### config.mk
export PLATFORM = sky130hd
export DESIGN_NAME = activity_monitor_config_regs
export DESIGN_NICKNAME = d
export VERILOG_FILES = /design/src/rtl/activity_counter_bank.v /design/src/rtl/activity_monitor_config_regs.v
export VERILOG_INCLUDE_DIRS = /design/src /design/src/rtl
export SDC_FILE = /design/constraint.sdc
export NUM_CORES = 1
export LEC_CHECK = 0
export ABC_AREA = 1
export BUFFER_PORTS_ARGS = -buffer_cell sky130_fd_sc_hd__buf_2
export CORE_AREA = 2 2 82 84
export DETAILED_ROUTE_END_ITERATION = 10
export DIE_AREA = 0 0 84 86
export GPL_TIMING_DRIVEN = 1
export PLACE_DENSITY_LB_ADDON = 0.08
export SYNTH_ARGS = -nofsm -noshare
export SYNTH_HDL_FRONTEND = slang
export SYNTH_SLANG_ARGS = --single-unit
### constraint.sdc
create_clock -name ref_clk_in -period 1.03 [get_ports ref_clk_in]
set_clock_uncertainty 0.15 [all_clocks]
set_input_delay 0.309 -clock ref_clk_in [delete_from_list [all_inputs] [get_ports ref_clk_in]]
set_output_delay 0.309 -clock ref_clk_in [all_outputs]
set_load 0.005 [all_outputs]
### src/rtl/activity_monitor_map.vh
// offsets, fields, encodings and reset values of the activity monitor register bank
`ifndef ACTIVITY_MONITOR_MAP_VH
`define ACTIVITY_MONITOR_MAP_VH

// ----------------------------------------
// external debug offsets
// ----------------------------------------
`define AM_OFS_GROUP_SIZES 12'hCE0
`define AM_OFS_CONFIG 12'hE00
`define AM_OFS_ARCH_ENABLE_SET 12'hC00
`define AM_OFS_AUX_ENABLE_SET 12'hC04
`define AM_OFS_ARCH_ENABLE_CLEAR 12'hC20
`define AM_OFS_AUX_ENABLE_CLEAR 12'hC24

// ----------------------------------------
// system register encodings {op0,op1,crn,crm,op2}
// ----------------------------------------
`define AM_ENC_CONFIG 16'hDE41
`define AM_ENC_GROUP_SIZES 16'hDE42
`define AM_ENC_ARCH_ENABLE_CLEAR 16'hDE44
`define AM_ENC_ARCH_ENABLE_SET 16'hDE45
`define AM_ENC_AUX_ENABLE_CLEAR 16'hDE48
`define AM_ENC_AUX_ENABLE_SET 16'hDE49

// ----------------------------------------
// configuration fields
// ----------------------------------------
`define AM_CFG_GROUPS_VAL 4'h1
`define AM_CFG_HALT_ON_DEBUG_SUPPORT_BIT 24
`define AM_CFG_SIZE_VAL 6'h3F
`define AM_CFG_COUNT_VAL 8'h06
`define AM_CGC_AUX_VAL 8'h03
`define AM_CGC_ARCH_VAL 8'h04
`define AM_CONFIG_RESET 32'h11003F06
`define AM_GROUP_SIZES_RESET 32'h00000304

// ----------------------------------------
// event type reset values
// ----------------------------------------
`define AM_ARCH_TYPE0_RESET 32'h00000011
`define AM_ARCH_TYPE1_RESET 32'h00004004
`define AM_ARCH_TYPE2_RESET 32'h00000008
`define AM_ARCH_TYPE3_RESET 32'h00004005
`define AM_AUX_TYPE0_RESET 32'h00000300
`define AM_AUX_TYPE1_RESET 32'h00000301
`define AM_AUX_TYPE2_RESET 32'h00000302
`define AM_ZERO32 32'h00000000

// ----------------------------------------
// trap control
// ----------------------------------------
`define AM_TRAP_BIT 30

`endif

### src/rtl/activity_counter_bank.v
// bank of 64-bit activity counters with per-counter enables
`default_nettype none
module activity_counter_bank #(
    parameter N = 4,
    parameter W = 64
) (
    // clock and reset
    input wire ref_clk_in,
    input wire srst_in,
    // count control
    input wire [N-1:0] enable_in,
    input wire [N-1:0] event_in,
    // counter values
    output wire [N*W-1:0] count_out
);
    genvar g;
    generate
        for (g = 0; g < N; g = g + 1) begin : gen_cnt
            // one register per counter, so each has a single driving process
            reg [W-1:0] cnt;
            always @(posedge ref_clk_in) begin
                if (srst_in) begin
                    cnt <= {W{1'b0}};
                end else if (enable_in[g] && event_in[g]) begin
                    cnt <= cnt + {{(W-1){1'b0}}, 1'b1};
                end
            end
            assign count_out[g*W +: W] = cnt;
        end
    endgenerate
endmodule
`default_nettype wire

### src/rtl/activity_monitor_config_regs.v
// activity monitor identification registers, reset bank and access traps
// Operation
// - configuration register reads fixed 0x11003F06 after reset
// - bits 31:28 report group count minus one, value one
// - bit 24 reads one: halt-on-debug supported
// - bits 13:8 read all ones: largest counter 64 bits
// - bits 7:0 read six: counter count minus one
// - group sizes bits 15:8 report three auxiliary counters
// - group sizes bits 7:0 report four architected counters
// - group sizes register resets to 0x00000304
// - four 64-bit architected counters cleared by reset
// - three 64-bit auxiliary counters cleared by reset
// - four architected event types reset to printed selections
// - three auxiliary event types reset to printed selections
// - enable set and clear views reset to zero, counters disabled
// - monitor control and user access enable reset to zero
// - encoding 3,3,c12,c8,1 reads configuration register
// - encoding 3,3,c12,c8,2 reads group sizes register
// - configuration register read-only at debug offset 0xE00
// - group sizes register read-only at debug offset 0xCE0
// - top-level trap bit 30 traps levels 0 to 2 to top level
// - hypervisor trap bit 30 traps non-secure levels 0,1 to hypervisor when top-level bit 30 is clear
`include "activity_monitor_map.vh"
`default_nettype none
module activity_monitor_config_regs #(
    parameter ARCH_N = 4,
    parameter AUX_N = 3,
    parameter CNT_W = 64
) (
    // clock and reset
    input wire ref_clk_in,
    input wire srst_in,
    // system register read port
    input wire sys_read_in,
    input wire [15:0] sys_encoding_in,
    input wire [1:0] sys_el_in,
    input wire sys_nonsecure_in,
    output reg sys_valid_out,
    output reg [63:0] sys_rdata_out,
    output reg sys_trap_top_out,
    output reg sys_trap_hyp_out,
    output reg sys_undef_out,
    // trap control bits from the auxiliary control registers
    input wire [31:0] top_level_aux_control_in,
    input wire [31:0] hyp_level_aux_control_in,
    // external debug read-only port
    input wire dbg_read_in,
    input wire dbg_write_in,
    input wire [11:0] dbg_addr_in,
    output reg dbg_valid_out,
    output reg [31:0] dbg_rdata_out,
    // counted events
    input wire [ARCH_N-1:0] arch_event_in,
    input wire [AUX_N-1:0] aux_event_in,
    // enable state
    output reg [ARCH_N-1:0] arch_enable_out,
    output reg [AUX_N-1:0] aux_enable_out
);
    // ----------------------------------------
    // fixed identification values
    // ----------------------------------------
    wire [31:0] monitor_configuration;
    wire [31:0] counter_group_sizes;
    assign monitor_configuration = {`AM_CFG_GROUPS_VAL, 3'h0, 1'b1, 10'h000,
                                    `AM_CFG_SIZE_VAL, `AM_CFG_COUNT_VAL};
    assign counter_group_sizes = {16'h0000, `AM_CGC_AUX_VAL, `AM_CGC_ARCH_VAL};

    // ----------------------------------------
    // reset-held bank state
    // ----------------------------------------
    reg [31:0] arch_event_type [0:ARCH_N-1];
    reg [31:0] aux_event_type [0:AUX_N-1];
    reg [31:0] monitor_control;
    reg [31:0] user_access_enable;
    integer i;

    function [31:0] arch_type_reset;
        input integer idx;
        begin
            case (idx)
                0: arch_type_reset = `AM_ARCH_TYPE0_RESET;
                1: arch_type_reset = `AM_ARCH_TYPE1_RESET;
                2: arch_type_reset = `AM_ARCH_TYPE2_RESET;
                default: arch_type_reset = `AM_ARCH_TYPE3_RESET;
            endcase
        end
    endfunction

    function [31:0] aux_type_reset;
        input integer idx;
        begin
            case (idx)
                0: aux_type_reset = `AM_AUX_TYPE0_RESET;
                1: aux_type_reset = `AM_AUX_TYPE1_RESET;
                default: aux_type_reset = `AM_AUX_TYPE2_RESET;
            endcase
        end
    endfunction

    always @(posedge ref_clk_in) begin
        if (srst_in) begin
            for (i = 0; i < ARCH_N; i = i + 1) begin
                arch_event_type[i] <= arch_type_reset(i);
            end
            for (i = 0; i < AUX_N; i = i + 1) begin
                aux_event_type[i] <= aux_type_reset(i);
            end
            monitor_control <= `AM_ZERO32;
            user_access_enable <= `AM_ZERO32;
            arch_enable_out <= {ARCH_N{1'b0}};
            aux_enable_out <= {AUX_N{1'b0}};
        end
    end

    // ----------------------------------------
    // counters
    // ----------------------------------------
    wire [ARCH_N*CNT_W-1:0] arch_counts;
    wire [AUX_N*CNT_W-1:0] aux_counts;

    activity_counter_bank #(.N(ARCH_N), .W(CNT_W)) u_arch_cnt (
        .ref_clk_in(ref_clk_in),
        .srst_in(srst_in),
        .enable_in(arch_enable_out),
        .event_in(arch_event_in),
        .count_out(arch_counts)
    );

    activity_counter_bank #(.N(AUX_N), .W(CNT_W)) u_aux_cnt (
        .ref_clk_in(ref_clk_in),
        .srst_in(srst_in),
        .enable_in(aux_enable_out),
        .event_in(aux_event_in),
        .count_out(aux_counts)
    );

    // ----------------------------------------
    // system register reads and traps
    // ----------------------------------------
    wire trap_top;
    wire trap_hyp;
    assign trap_top = top_level_aux_control_in[`AM_TRAP_BIT] && (sys_el_in != 2'd3);
    assign trap_hyp = hyp_level_aux_control_in[`AM_TRAP_BIT] && sys_nonsecure_in &&
                      (sys_el_in < 2'd2);

    reg [63:0] next_sys_rdata;
    reg next_sys_hit;
    always @* begin
        next_sys_rdata = 64'h0000000000000000;
        next_sys_hit = 1'b1;
        case (sys_encoding_in)
            `AM_ENC_CONFIG: next_sys_rdata = {32'h0, monitor_configuration};
            `AM_ENC_GROUP_SIZES: next_sys_rdata = {32'h0, counter_group_sizes};
            `AM_ENC_ARCH_ENABLE_SET: next_sys_rdata[ARCH_N-1:0] = arch_enable_out;
            `AM_ENC_ARCH_ENABLE_CLEAR: next_sys_rdata[ARCH_N-1:0] = arch_enable_out;
            `AM_ENC_AUX_ENABLE_SET: next_sys_rdata[AUX_N-1:0] = aux_enable_out;
            `AM_ENC_AUX_ENABLE_CLEAR: next_sys_rdata[AUX_N-1:0] = aux_enable_out;
            default: next_sys_hit = 1'b0;
        endcase
    end

    always @(posedge ref_clk_in) begin
        if (srst_in) begin
            sys_valid_out <= 1'b0;
            sys_rdata_out <= 64'h0000000000000000;
            sys_trap_top_out <= 1'b0;
            sys_trap_hyp_out <= 1'b0;
            sys_undef_out <= 1'b0;
        end else begin
            sys_valid_out <= sys_read_in;
            sys_trap_top_out <= sys_read_in && trap_top;
            sys_trap_hyp_out <= sys_read_in && !trap_top && trap_hyp;
            sys_undef_out <= sys_read_in && !trap_top && !trap_hyp && !next_sys_hit;
            if (sys_read_in && !trap_top && !trap_hyp) begin
                sys_rdata_out <= next_sys_rdata;
            end else begin
                sys_rdata_out <= 64'h0000000000000000;
            end
        end
    end

    // ----------------------------------------
    // external debug reads, writes ignored
    // ----------------------------------------
    reg [31:0] next_dbg_rdata;
    always @* begin
        next_dbg_rdata = `AM_ZERO32;
        case (dbg_addr_in)
            `AM_OFS_CONFIG: next_dbg_rdata = monitor_configuration;
            `AM_OFS_GROUP_SIZES: next_dbg_rdata = counter_group_sizes;
            `AM_OFS_ARCH_ENABLE_SET: next_dbg_rdata[ARCH_N-1:0] = arch_enable_out;
            `AM_OFS_ARCH_ENABLE_CLEAR: next_dbg_rdata[ARCH_N-1:0] = arch_enable_out;
            `AM_OFS_AUX_ENABLE_SET: next_dbg_rdata[AUX_N-1:0] = aux_enable_out;
            `AM_OFS_AUX_ENABLE_CLEAR: next_dbg_rdata[AUX_N-1:0] = aux_enable_out;
            default: next_dbg_rdata = `AM_ZERO32;
        endcase
    end

    always @(posedge ref_clk_in) begin
        if (srst_in) begin
            dbg_valid_out <= 1'b0;
            dbg_rdata_out <= `AM_ZERO32;
        end else begin
            // writes complete but change nothing
            dbg_valid_out <= dbg_read_in || dbg_write_in;
            dbg_rdata_out <= dbg_read_in ? next_dbg_rdata : `AM_ZERO32;
        end
    end
endmodule
`default_nettype wire

==> impl_metrics.env, run 1 <==
export IMPL_fmax_ghz=0.863
export IMPL_wl_met1_um=648
export IMPL_p_leak_nw=0.806
export IMPL_finalSetupViolCount=25
export IMPL_switching_share_pct=27.1
export IMPL_cp_end_kind="output pin"
export IMPL_violations="negative setup slack"
export IMPL_antenna_cells=0
export IMPL_path_clk_slew_ns=0.04
export IMPL_startpoint="dbg_rdata_out[24]"
export IMPL_most_common_layout_cells="83 x conb_1, 59 x buf_2, 16 x nor2_1"
export IMPL_rsz0062_at_grt="true"
export IMPL_period_share_pct=112
export IMPL_cp_data_arrival_time_ns=0.70
export IMPL_start_util_pct=18.8
export IMPL_vdd_drop_max_v=0.000389
export IMPL_die_area_um2=7220
export IMPL_ys_ff_latch=9
export IMPL_min_path_type="in -> reg"
export IMPL_p_seq_share_pct=36.5
export IMPL_place_inst=294
export IMPL_drc=0
export IMPL_ys_seq_area_share_pct=15.3
export IMPL_crit_family="flip-flops"
export IMPL_nets=329
export IMPL_first_pass_iters=4
export IMPL_via_per_inst=2.83
export IMPL_top_layer="met4"
export IMPL_wl_met2_um=947
export IMPL_grtUsageTotal_pct=4.14
export IMPL_grt_overflow=0
export IMPL_crit_path_top_delay_cell="dfxtp_4"
export IMPL_routed_wl_um=1870
export IMPL_crit_buf_inv=1
export IMPL_yosysWarningCount=0
export IMPL_fp_row_count=29
export IMPL_dp_hpwl_um=1760
export IMPL_synth_cell_types=16
export IMPL_cts_max_level=1
export IMPL_cp_cell_sequence="buf_2"
export IMPL_drt_initial_drc_count=15
export IMPL_drive_gt1_share_pct=37.1
export IMPL_comb_power_share_pct=23.0
export IMPL_avgSynthCellArea_um2=7.03
export IMPL_cts_sinks=9
export IMPL_worst_hold_startpoint="sys_el_in[1]"
export IMPL_worstPathRequired_ns=0.57
export IMPL_place_gp_congestion=0.671
export IMPL_crit_fanout=7
export IMPL_status="finished with violations"
export IMPL_p_clk_share_pct=40.4
export IMPL_hold_viol=0
export IMPL_layout_commonest_cell="conb_1"
export IMPL_synthesis_area_um2=1180
export IMPL_layout_setup_ws_ns=-0.129
export IMPL_startpoint_type="register"
export IMPL_final_area_um2=1260
export IMPL_port_buffers=62
export IMPL_antenna_found_initial=0
export IMPL_cts_tree="done"
export IMPL_fin_util_pct=20.2
export IMPL_via_count=842
export IMPL_route_met3_wl_um=273
export IMPL_cts_buffers=3
export IMPL_path_class="reg -> out"
export IMPL_cap_violations=0
export IMPL_ant_nets=0
export IMPL_max_stage_delay_ns=0.35
export IMPL_core_area_um2=6280
export IMPL_die_height_um=86
export IMPL_period_needed_ns=1.16
export IMPL_avgRoutedWirePerCell_um=6.29
export IMPL_areaGrowthSynthToFinish_pct=7.10
export IMPL_grt_pass1_vias=566
export IMPL_p_sw_uw=264
export IMPL_stdcell_count=298
export IMPL_drv_slew=0
export IMPL_p_int_uw=709
export IMPL_chipWidth_um=84
export IMPL_grt_max_degree=8
export IMPL_grt_pass1_wl_um=2390
export IMPL_clockBufferDepth=2
export IMPL_place_area_um2=1180
export IMPL_io_pins=215
export IMPL_syn_instance_count=168
export IMPL_cts_root_buf="clkbuf_8"
export IMPL_power_density_nw_per_um2=769
-- registers in the layout, indices dropped and copies added (netlist names) --
name,flops
dbg_rdata_out,2
dbg_valid_out,1
sys_rdata_out,2
sys_trap_hyp_out,1
sys_trap_top_out,1
sys_undef_out,1
sys_valid_out,1
-- cells by family (layout without fill, tap and decap cells) --
family,after synthesis,in the layout,synth area share [%]
buf+inv,110,81,66.4
simple gates,47,47,17.6
other cells,1,83,0.317
compound gates,1,1,0.423
flops,9,9,15.3
-- stage by stage --
step	worst slack, ns	power (mW)	hold slack, ns	TNS [ns]
floorplan	-0.0155	0.708	0.231	-0.0155
global placement	-0.244	0.581	0.367	-0.839
detailed placement	-0.214	0.579	0.365	-0.694
CTS	-0.142	0.985	0.126	-2.83
global route	-0.158	1.06	0.134	-3.34
finish	-0.129	0.973	0.135	-2.60
-- power by group through the flow --
stage               registers [mW]  clock network (mW)  logic (mW)
floorplan                    0.368                   0       0.340
global placement             0.366                   0       0.215
detailed placement           0.366                   0       0.213
CTS                          0.359               0.412       0.214
global route                 0.356               0.442       0.259
finish                       0.356               0.394       0.224
-- synth_stat cells --
cell type | count | area share (%)
nand2_1 | 14 | 4.4
nor2_1 | 19 | 6.0
dfxtp_1 | 9 | 15
nor3_1 | 3 | 1.3
and2_1 | 1 | 0.53
conb_1 | 1 | 0.32
inv_1 | 10 | 3.2
or2_1 | 1 | 0.53
nor3_2 | 1 | 0.85
inv_2 | 1 | 0.32
buf_4 | 99 | 63
nor2_2 | 2 | 1.1
a21oi_1 | 1 | 0.42
nand2_2 | 1 | 0.53
nand4_1 | 2 | 1.1
nand3_1 | 3 | 1.3
-- final cells by class --
| cell class | instances | area, um^2 |
|---|---|---|
| tap | 77 | 96.3 |
| clock buffer | 4 | 45.0 |
| sequential | 9 | 191 |
| fill | 736 | 5010 |
| inverter | 11 | 41.3 |
| timing repair buffer | 66 | 359 |
| multi-input combinational | 131 | 532 |
-- timing repair --
action | 4_1_cts | 5_1_grt
resized for setup | 4 | 9
setup endpoints to repair | 25 | 28
hold buffers | 0 | 0
setup buffers | 0 | 0
-- path summary, 6_finish.rpt --
path,to,depth (start not counted)
worst min-delay path,sys_trap_hyp_out,2
worst max-delay path,dbg_rdata_out[1],1
-- routing by layer --
metal / GRT usage (%) / up-vias
met5: 0 / -
met4: 2.20 / 0
met3: 1.44 / 2
met2: 6.69 / 71
met1: 4.83 / 340
li1: - / 429
No activity file was read; power rests on OpenSTA's default activity.
==> inputs of run 2 (changes only) <==
--- a/config.mk
+++ b/config.mk
@@ -12,6 +12,8 @@
 export DETAILED_ROUTE_END_ITERATION = 10
 export DIE_AREA = 0 0 84 86
 export GPL_TIMING_DRIVEN = 1
+export HOLD_SLACK_MARGIN = 0.06
+export MAX_ROUTING_LAYER = met4
 export PLACE_DENSITY_LB_ADDON = 0.08
 export SYNTH_ARGS = -nofsm -noshare
 export SYNTH_HDL_FRONTEND = slang
==> run 2 against run 1 <==
  * Die area unchanged
  * Fmax about the same
  * Wire length about the same
  * Utilization is the same
  * The run still ends with negative setup slack left
  * Clock-buffer cell count did not move
  * Non-clock buffer count stayed put
  * Setup slack is essentially flat
  * Combinational power is essentially flat
  * Sequential share of layout area stayed put
==> impl_metrics.env, run 2 (same netlist as run 1, synthesis figures left out) <==
export IMPL_start_util_pct=18.8
export IMPL_routed_wl_um=1870
export IMPL_min_path_type="in -> reg"
export IMPL_p_seq_share_pct=36.5
export IMPL_top_regs="dbg_rdata_out: 2 flops, sys_rdata_out: 2 flops"
export IMPL_grt_max_degree=8
export IMPL_p_sw_uw=264
export IMPL_rsz0062_at_grt="true"
export IMPL_layout_setup_ws_ns=-0.129
export IMPL_fin_tns_setup_ns=-2.60
export IMPL_p_leak_nw=0.806
export IMPL_cts_tree="done"
export IMPL_grt_overflow=0
export IMPL_areaGrowthSynthToFinish_pct=7.10
export IMPL_cp_cell_sequence="buf_2"
export IMPL_cts_buffers=3
export IMPL_antenna_found_initial=0
export IMPL_drc=0
export IMPL_post_cts_buffers=0
export IMPL_chipWidth_um=84
export IMPL_drt_initial_drc_count=13
export IMPL_port_buffers=62
export IMPL_path_class="reg -> out"
export IMPL_power_density_nw_per_um2=770
export IMPL_crit_path_top_delay_cell="dfxtp_4"
export IMPL_crit_family="flip-flops"
export IMPL_place_inst=294
export IMPL_die_height_um=86
export IMPL_final_area_um2=1260
export IMPL_via_count=839
export IMPL_drive_gt1_share_pct=37.1
export IMPL_drv_slew=0
export IMPL_most_common_layout_cells="83 x conb_1, 59 x buf_2, 16 x nor2_1"
export IMPL_nets=329
export IMPL_max_stage_delay_ns=0.35
export IMPL_crit_cells=1
export IMPL_cts_root_buf="clkbuf_8"
export IMPL_cap_violations=0
export IMPL_ant_nets=0
export IMPL_finalSetupViolCount=25
export IMPL_startpoint_type="register"
export IMPL_io_pins=215
export IMPL_fmax_ghz=0.863
export IMPL_fp_row_count=29
export IMPL_vdd_drop_max_v=0.000390
export IMPL_layout_commonest_cell="conb_1"
export IMPL_stdcell_count=298
export IMPL_period_needed_ns=1.16
export IMPL_cts_max_level=1
export IMPL_avgRoutedWirePerCell_um=6.29
export IMPL_p_clk_share_pct=40.4
export IMPL_power_uw=974
export IMPL_die_area_um2=7220
export IMPL_clockBufferDepth=2
export IMPL_place_gp_congestion=0.678
export IMPL_cp_data_arrival_time_ns=0.70
export IMPL_cts_sinks=9
export IMPL_grtUsageTotal_pct=4.26
export IMPL_first_pass_iters=4
export IMPL_crit_fanout=7
export IMPL_antenna_cells=0
export IMPL_status="finished with violations"
export IMPL_dp_hpwl_um=1760
export IMPL_worstPathRequired_ns=0.57
export IMPL_violations="negative setup slack"
export IMPL_core_area_um2=6280
export IMPL_period_share_pct=112
export IMPL_grt_pass1_vias=565
export IMPL_place_area_um2=1180
export IMPL_comb_power_share_pct=23.0
export IMPL_place_ws_ns=-0.214
export IMPL_cp_end_kind="output pin"
export IMPL_via_per_inst=2.82
export IMPL_switching_share_pct=27.2
export IMPL_hold_viol=0
export IMPL_path_clk_slew_ns=0.04
export IMPL_crit_buf_inv=1
export IMPL_p_int_uw=709
export IMPL_min_path_cells=2
export IMPL_grt_pass1_wl_um=2390
export IMPL_fillers=736
-- run 2: cell counts in the layout (fill, tap and decap cells not counted) --
Identical to the previous run, type by type.
-- run 2: final timing paths --
path | start | to | slack, ns
worst max-delay path | dbg_rdata_out[24] | dbg_rdata_out[1] | -0.13
worst min-delay path | sys_el_in[1] | sys_trap_hyp_out | 0.14
-- run 2: routing by layer --
metal | wire length (um) | vias up | GRT usage [%]
li1 | - | 428 | -
met1 | 654 | 340 | 4.83
met2 | 949 | 71 | 6.69
met3 | 270 | 0 | 1.44
met4 | 0 | 0 | 2.20
met5 | 0 | - | -
-- run 2: layout make-up --
type / instances / area (um^2) / area share [%]
clock buffers: 4 / 45.0 / 3.56
inverters: 11 / 41.3 / 3.26
multi-input cells: 131 / 532 / 42.0
flip-flops and latches: 9 / 191 / 15.1
well taps: 77 / 96.3 / 7.62
repair buffers: 66 / 359 / 28.4
-- run 2: power groups by stage --
stage	Combinational, mW	Clock [mW]	Sequential (mW)
after floorplan	0.340	0	0.368
after CTS	0.214	0.412	0.359
final	0.224	0.394	0.356
after global routing	0.259	0.442	0.356
after global placement	0.215	0	0.366
after detailed placement	0.213	0	0.366
-- run 2: repair_timing --
item / CTS / global route
endpoints found under the setup margin: 25 / 28
gates cloned: 0 / 0
resized for setup: 4 / 9
hold buffers: 0 / 0
-- run 2: through the flow --
| step | hold WS [ns] | utilization [%] |
|---|---|---|
| 2_1_floorplan | 0.231 | - |
| 3_3_place_gp | 0.367 | 18.8 |
| 3_5_place_dp | 0.365 | 18.8 |
| 4_1_cts | 0.126 | 19.6 |
| 5_1_grt | 0.134 | 20.2 |
| 6_report | 0.135 | 20.2 |
==> inputs of run 3 (changes only) <==
--- a/config.mk
+++ b/config.mk
@@ -15,6 +15,7 @@
 export HOLD_SLACK_MARGIN = 0.06
 export MAX_ROUTING_LAYER = met4
 export PLACE_DENSITY_LB_ADDON = 0.08
+export SETUP_SLACK_MARGIN = 0.05
 export SYNTH_ARGS = -nofsm -noshare
 export SYNTH_HDL_FRONTEND = slang
 export SYNTH_SLANG_ARGS = --single-unit
==> run 3 against run 2 <==
  * The flow still finishes with violations (negative setup slack)
  * Flip-flop and latch count unchanged
  * Design area increased by 7.5%
  * First-iteration DRC count decreased by 38%
  * Non-clock buffer count increased by 1
  * Cell count increased by 0.34%
  * Setup slack got worse by 0.0046 ns
  * Worst hold slack about the same
  * Combinational power increased by 13%
  * Global-route usage increased by 0.14 points
  * Sequential share of layout area decreased by 0.87 points
  * Wire length increased by 5.2%
==> impl_metrics.env, run 3 (same netlist as run 1, synthesis figures left out) <==
export IMPL_cts_tree="done"
export IMPL_postCtsHoldBufs=0
export IMPL_clockBufferDepth=2
export IMPL_drt_initial_drc_count=8
export IMPL_cts_buffers=3
export IMPL_power_density_nw_per_um2=742
export IMPL_cap_violations=0
export IMPL_hold_path_endpoint="dbg_valid_out"
export IMPL_via_count=868
export IMPL_grt_overflow=0
export IMPL_grt_pass1_vias=582
export IMPL_path_clk_slew_ns=0.05
export IMPL_stdcell_count=299
export IMPL_worst_hold_startpoint="dbg_write_in"
export IMPL_grtUsageTotal_pct=4.40
export IMPL_crit_fanout=7
export IMPL_drc=0
export IMPL_chipWidth_um=84
export IMPL_layout_setup_ws_ns=-0.133
export IMPL_startpoint_type="register"
export IMPL_antenna_cells=0
export IMPL_min_path_cells=3
export IMPL_fin_util_pct=21.7
export IMPL_via_per_inst=2.90
export IMPL_drv_slew=0
export IMPL_power_mw=1.01
export IMPL_path_class="reg -> out"
export IMPL_cp_end_kind="output pin"
export IMPL_fmax_ghz=0.860
export IMPL_cts_root_buf="clkbuf_8"
export IMPL_routed_wl_um=1970
export IMPL_ant_nets=0
export IMPL_ff_latch_area_um2=194
export IMPL_grt_pass1_wl_um=2460
export IMPL_cts_sinks=9
export IMPL_rsz0062_at_grt="true"
export IMPL_avgRoutedWirePerCell_um=6.60
export IMPL_fillers=741
export IMPL_p_leak_nw=0.820
export IMPL_port_buffers=62
export IMPL_period_share_pct=113
export IMPL_top_regs="dbg_rdata_out: 2 flops, sys_rdata_out: 2 flops"
export IMPL_dp_hpwl_um=1800
export IMPL_drive_gt1_share_pct=41.4
export IMPL_crit_buf_inv=1
export IMPL_finalSetupViolCount=25
export IMPL_hold_viol=0
export IMPL_place_inst=294
export IMPL_min_path_type="in -> reg"
export IMPL_crit_family="flip-flops"
export IMPL_cp_data_arrival_time_ns=0.70
export IMPL_crit_cells=1
export IMPL_antenna_found_initial=0
export IMPL_die_area_um2=7220
export IMPL_layout_commonest_cell="conb_1"
export IMPL_io_pins=215
export IMPL_cts_max_level=1
export IMPL_status="finished with violations"
export IMPL_most_common_layout_cells="83 x conb_1, 53 x buf_2, 14 x nor2_1"
export IMPL_nets=330
export IMPL_areaGrowthSynthToFinish_pct=15.1
export IMPL_place_gp_congestion=0.646
export IMPL_start_util_pct=18.8
export IMPL_vdd_drop_max_v=0.000361
export IMPL_max_stage_delay_ns=0.35
export IMPL_period_needed_ns=1.16
export IMPL_cp_cell_sequence="buf_2"
export IMPL_grt_max_degree=8
export IMPL_place_ws_ns=-0.189
export IMPL_crit_path_top_delay_cell="dfxtp_4"
export IMPL_violations="negative setup slack"
export IMPL_die_height_um=86
export IMPL_worstPathRequired_ns=0.57
export IMPL_multiInputGateArea_um2=574
export IMPL_first_pass_iters=4
export IMPL_core_area_um2=6280
export IMPL_hold_slack_ns=0.135
export IMPL_fp_row_count=29
## run 3: changes by cell type in the layout (fill, tap and decap cells not counted), sizes merged
| cell | change |
|---|---|
| clkinv | +1 |
| buf | +1 |
| inv | -1 |
## run 3: worst max-delay path by stage
| stage | startpoint | endpoint | slack [ns] |
|---|---|---|---|
| after global routing | dbg_rdata_out[24] | dbg_rdata_out[11] | -0.17 |
| after detailed placement | sys_encoding_in[2] | sys_undef_out | -0.19 |
| after floorplan | sys_encoding_in[1] | sys_undef_out | -0.004 |
| after global placement | sys_encoding_in[2] | sys_undef_out | -0.20 |
| after CTS | dbg_rdata_out[24] | dbg_rdata_out[1] | -0.15 |
| final | dbg_rdata_out[24] | dbg_rdata_out[1] | -0.13 |
## run 3: area by class of cell
class | instances | area share [%]
clock buffers | 4 | 3.31
inverters | 11 | 3.40
multi-input cells | 131 | 42.2
flip-flops and latches | 9 | 14.3
well taps | 77 | 7.08
repair buffers | 67 | 29.7
## run 3: metrics by stage
stage          cell area (um^2)  TNS (ns)
6_report                   1360     -2.75
5_1_grt                    1360     -3.43
3_5_place_dp               1190    -0.524
3_3_place_gp               1190    -0.679
4_1_cts                    1240     -2.97
2_1_floorplan              1500  -0.00354
## run 3: routing by layer
metal | share of wire [%] | vias to the layer above | global-route usage (%)
met2 | 55 | 71 | 7.35
met3 | 13 | 5 | 1.54
met5 | 0 | - | -
li1 | - | 429 | -
met1 | 31 | 363 | 4.48
met4 | 1.6 | 0 | 2.64
## run 3: repair_timing
action	in CTS	in global routing
resized for setup	3	28
pin swaps	0	10
buffers inserted	0	1
setup endpoints to repair	25	28
## run 3: where the power goes
group          total [mW]  internal (mW)  switching [mW]
sequential          0.353          0.351         0.00229
combinational       0.254          0.106           0.149
clock               0.402          0.269           0.133
total                1.01          0.726           0.284
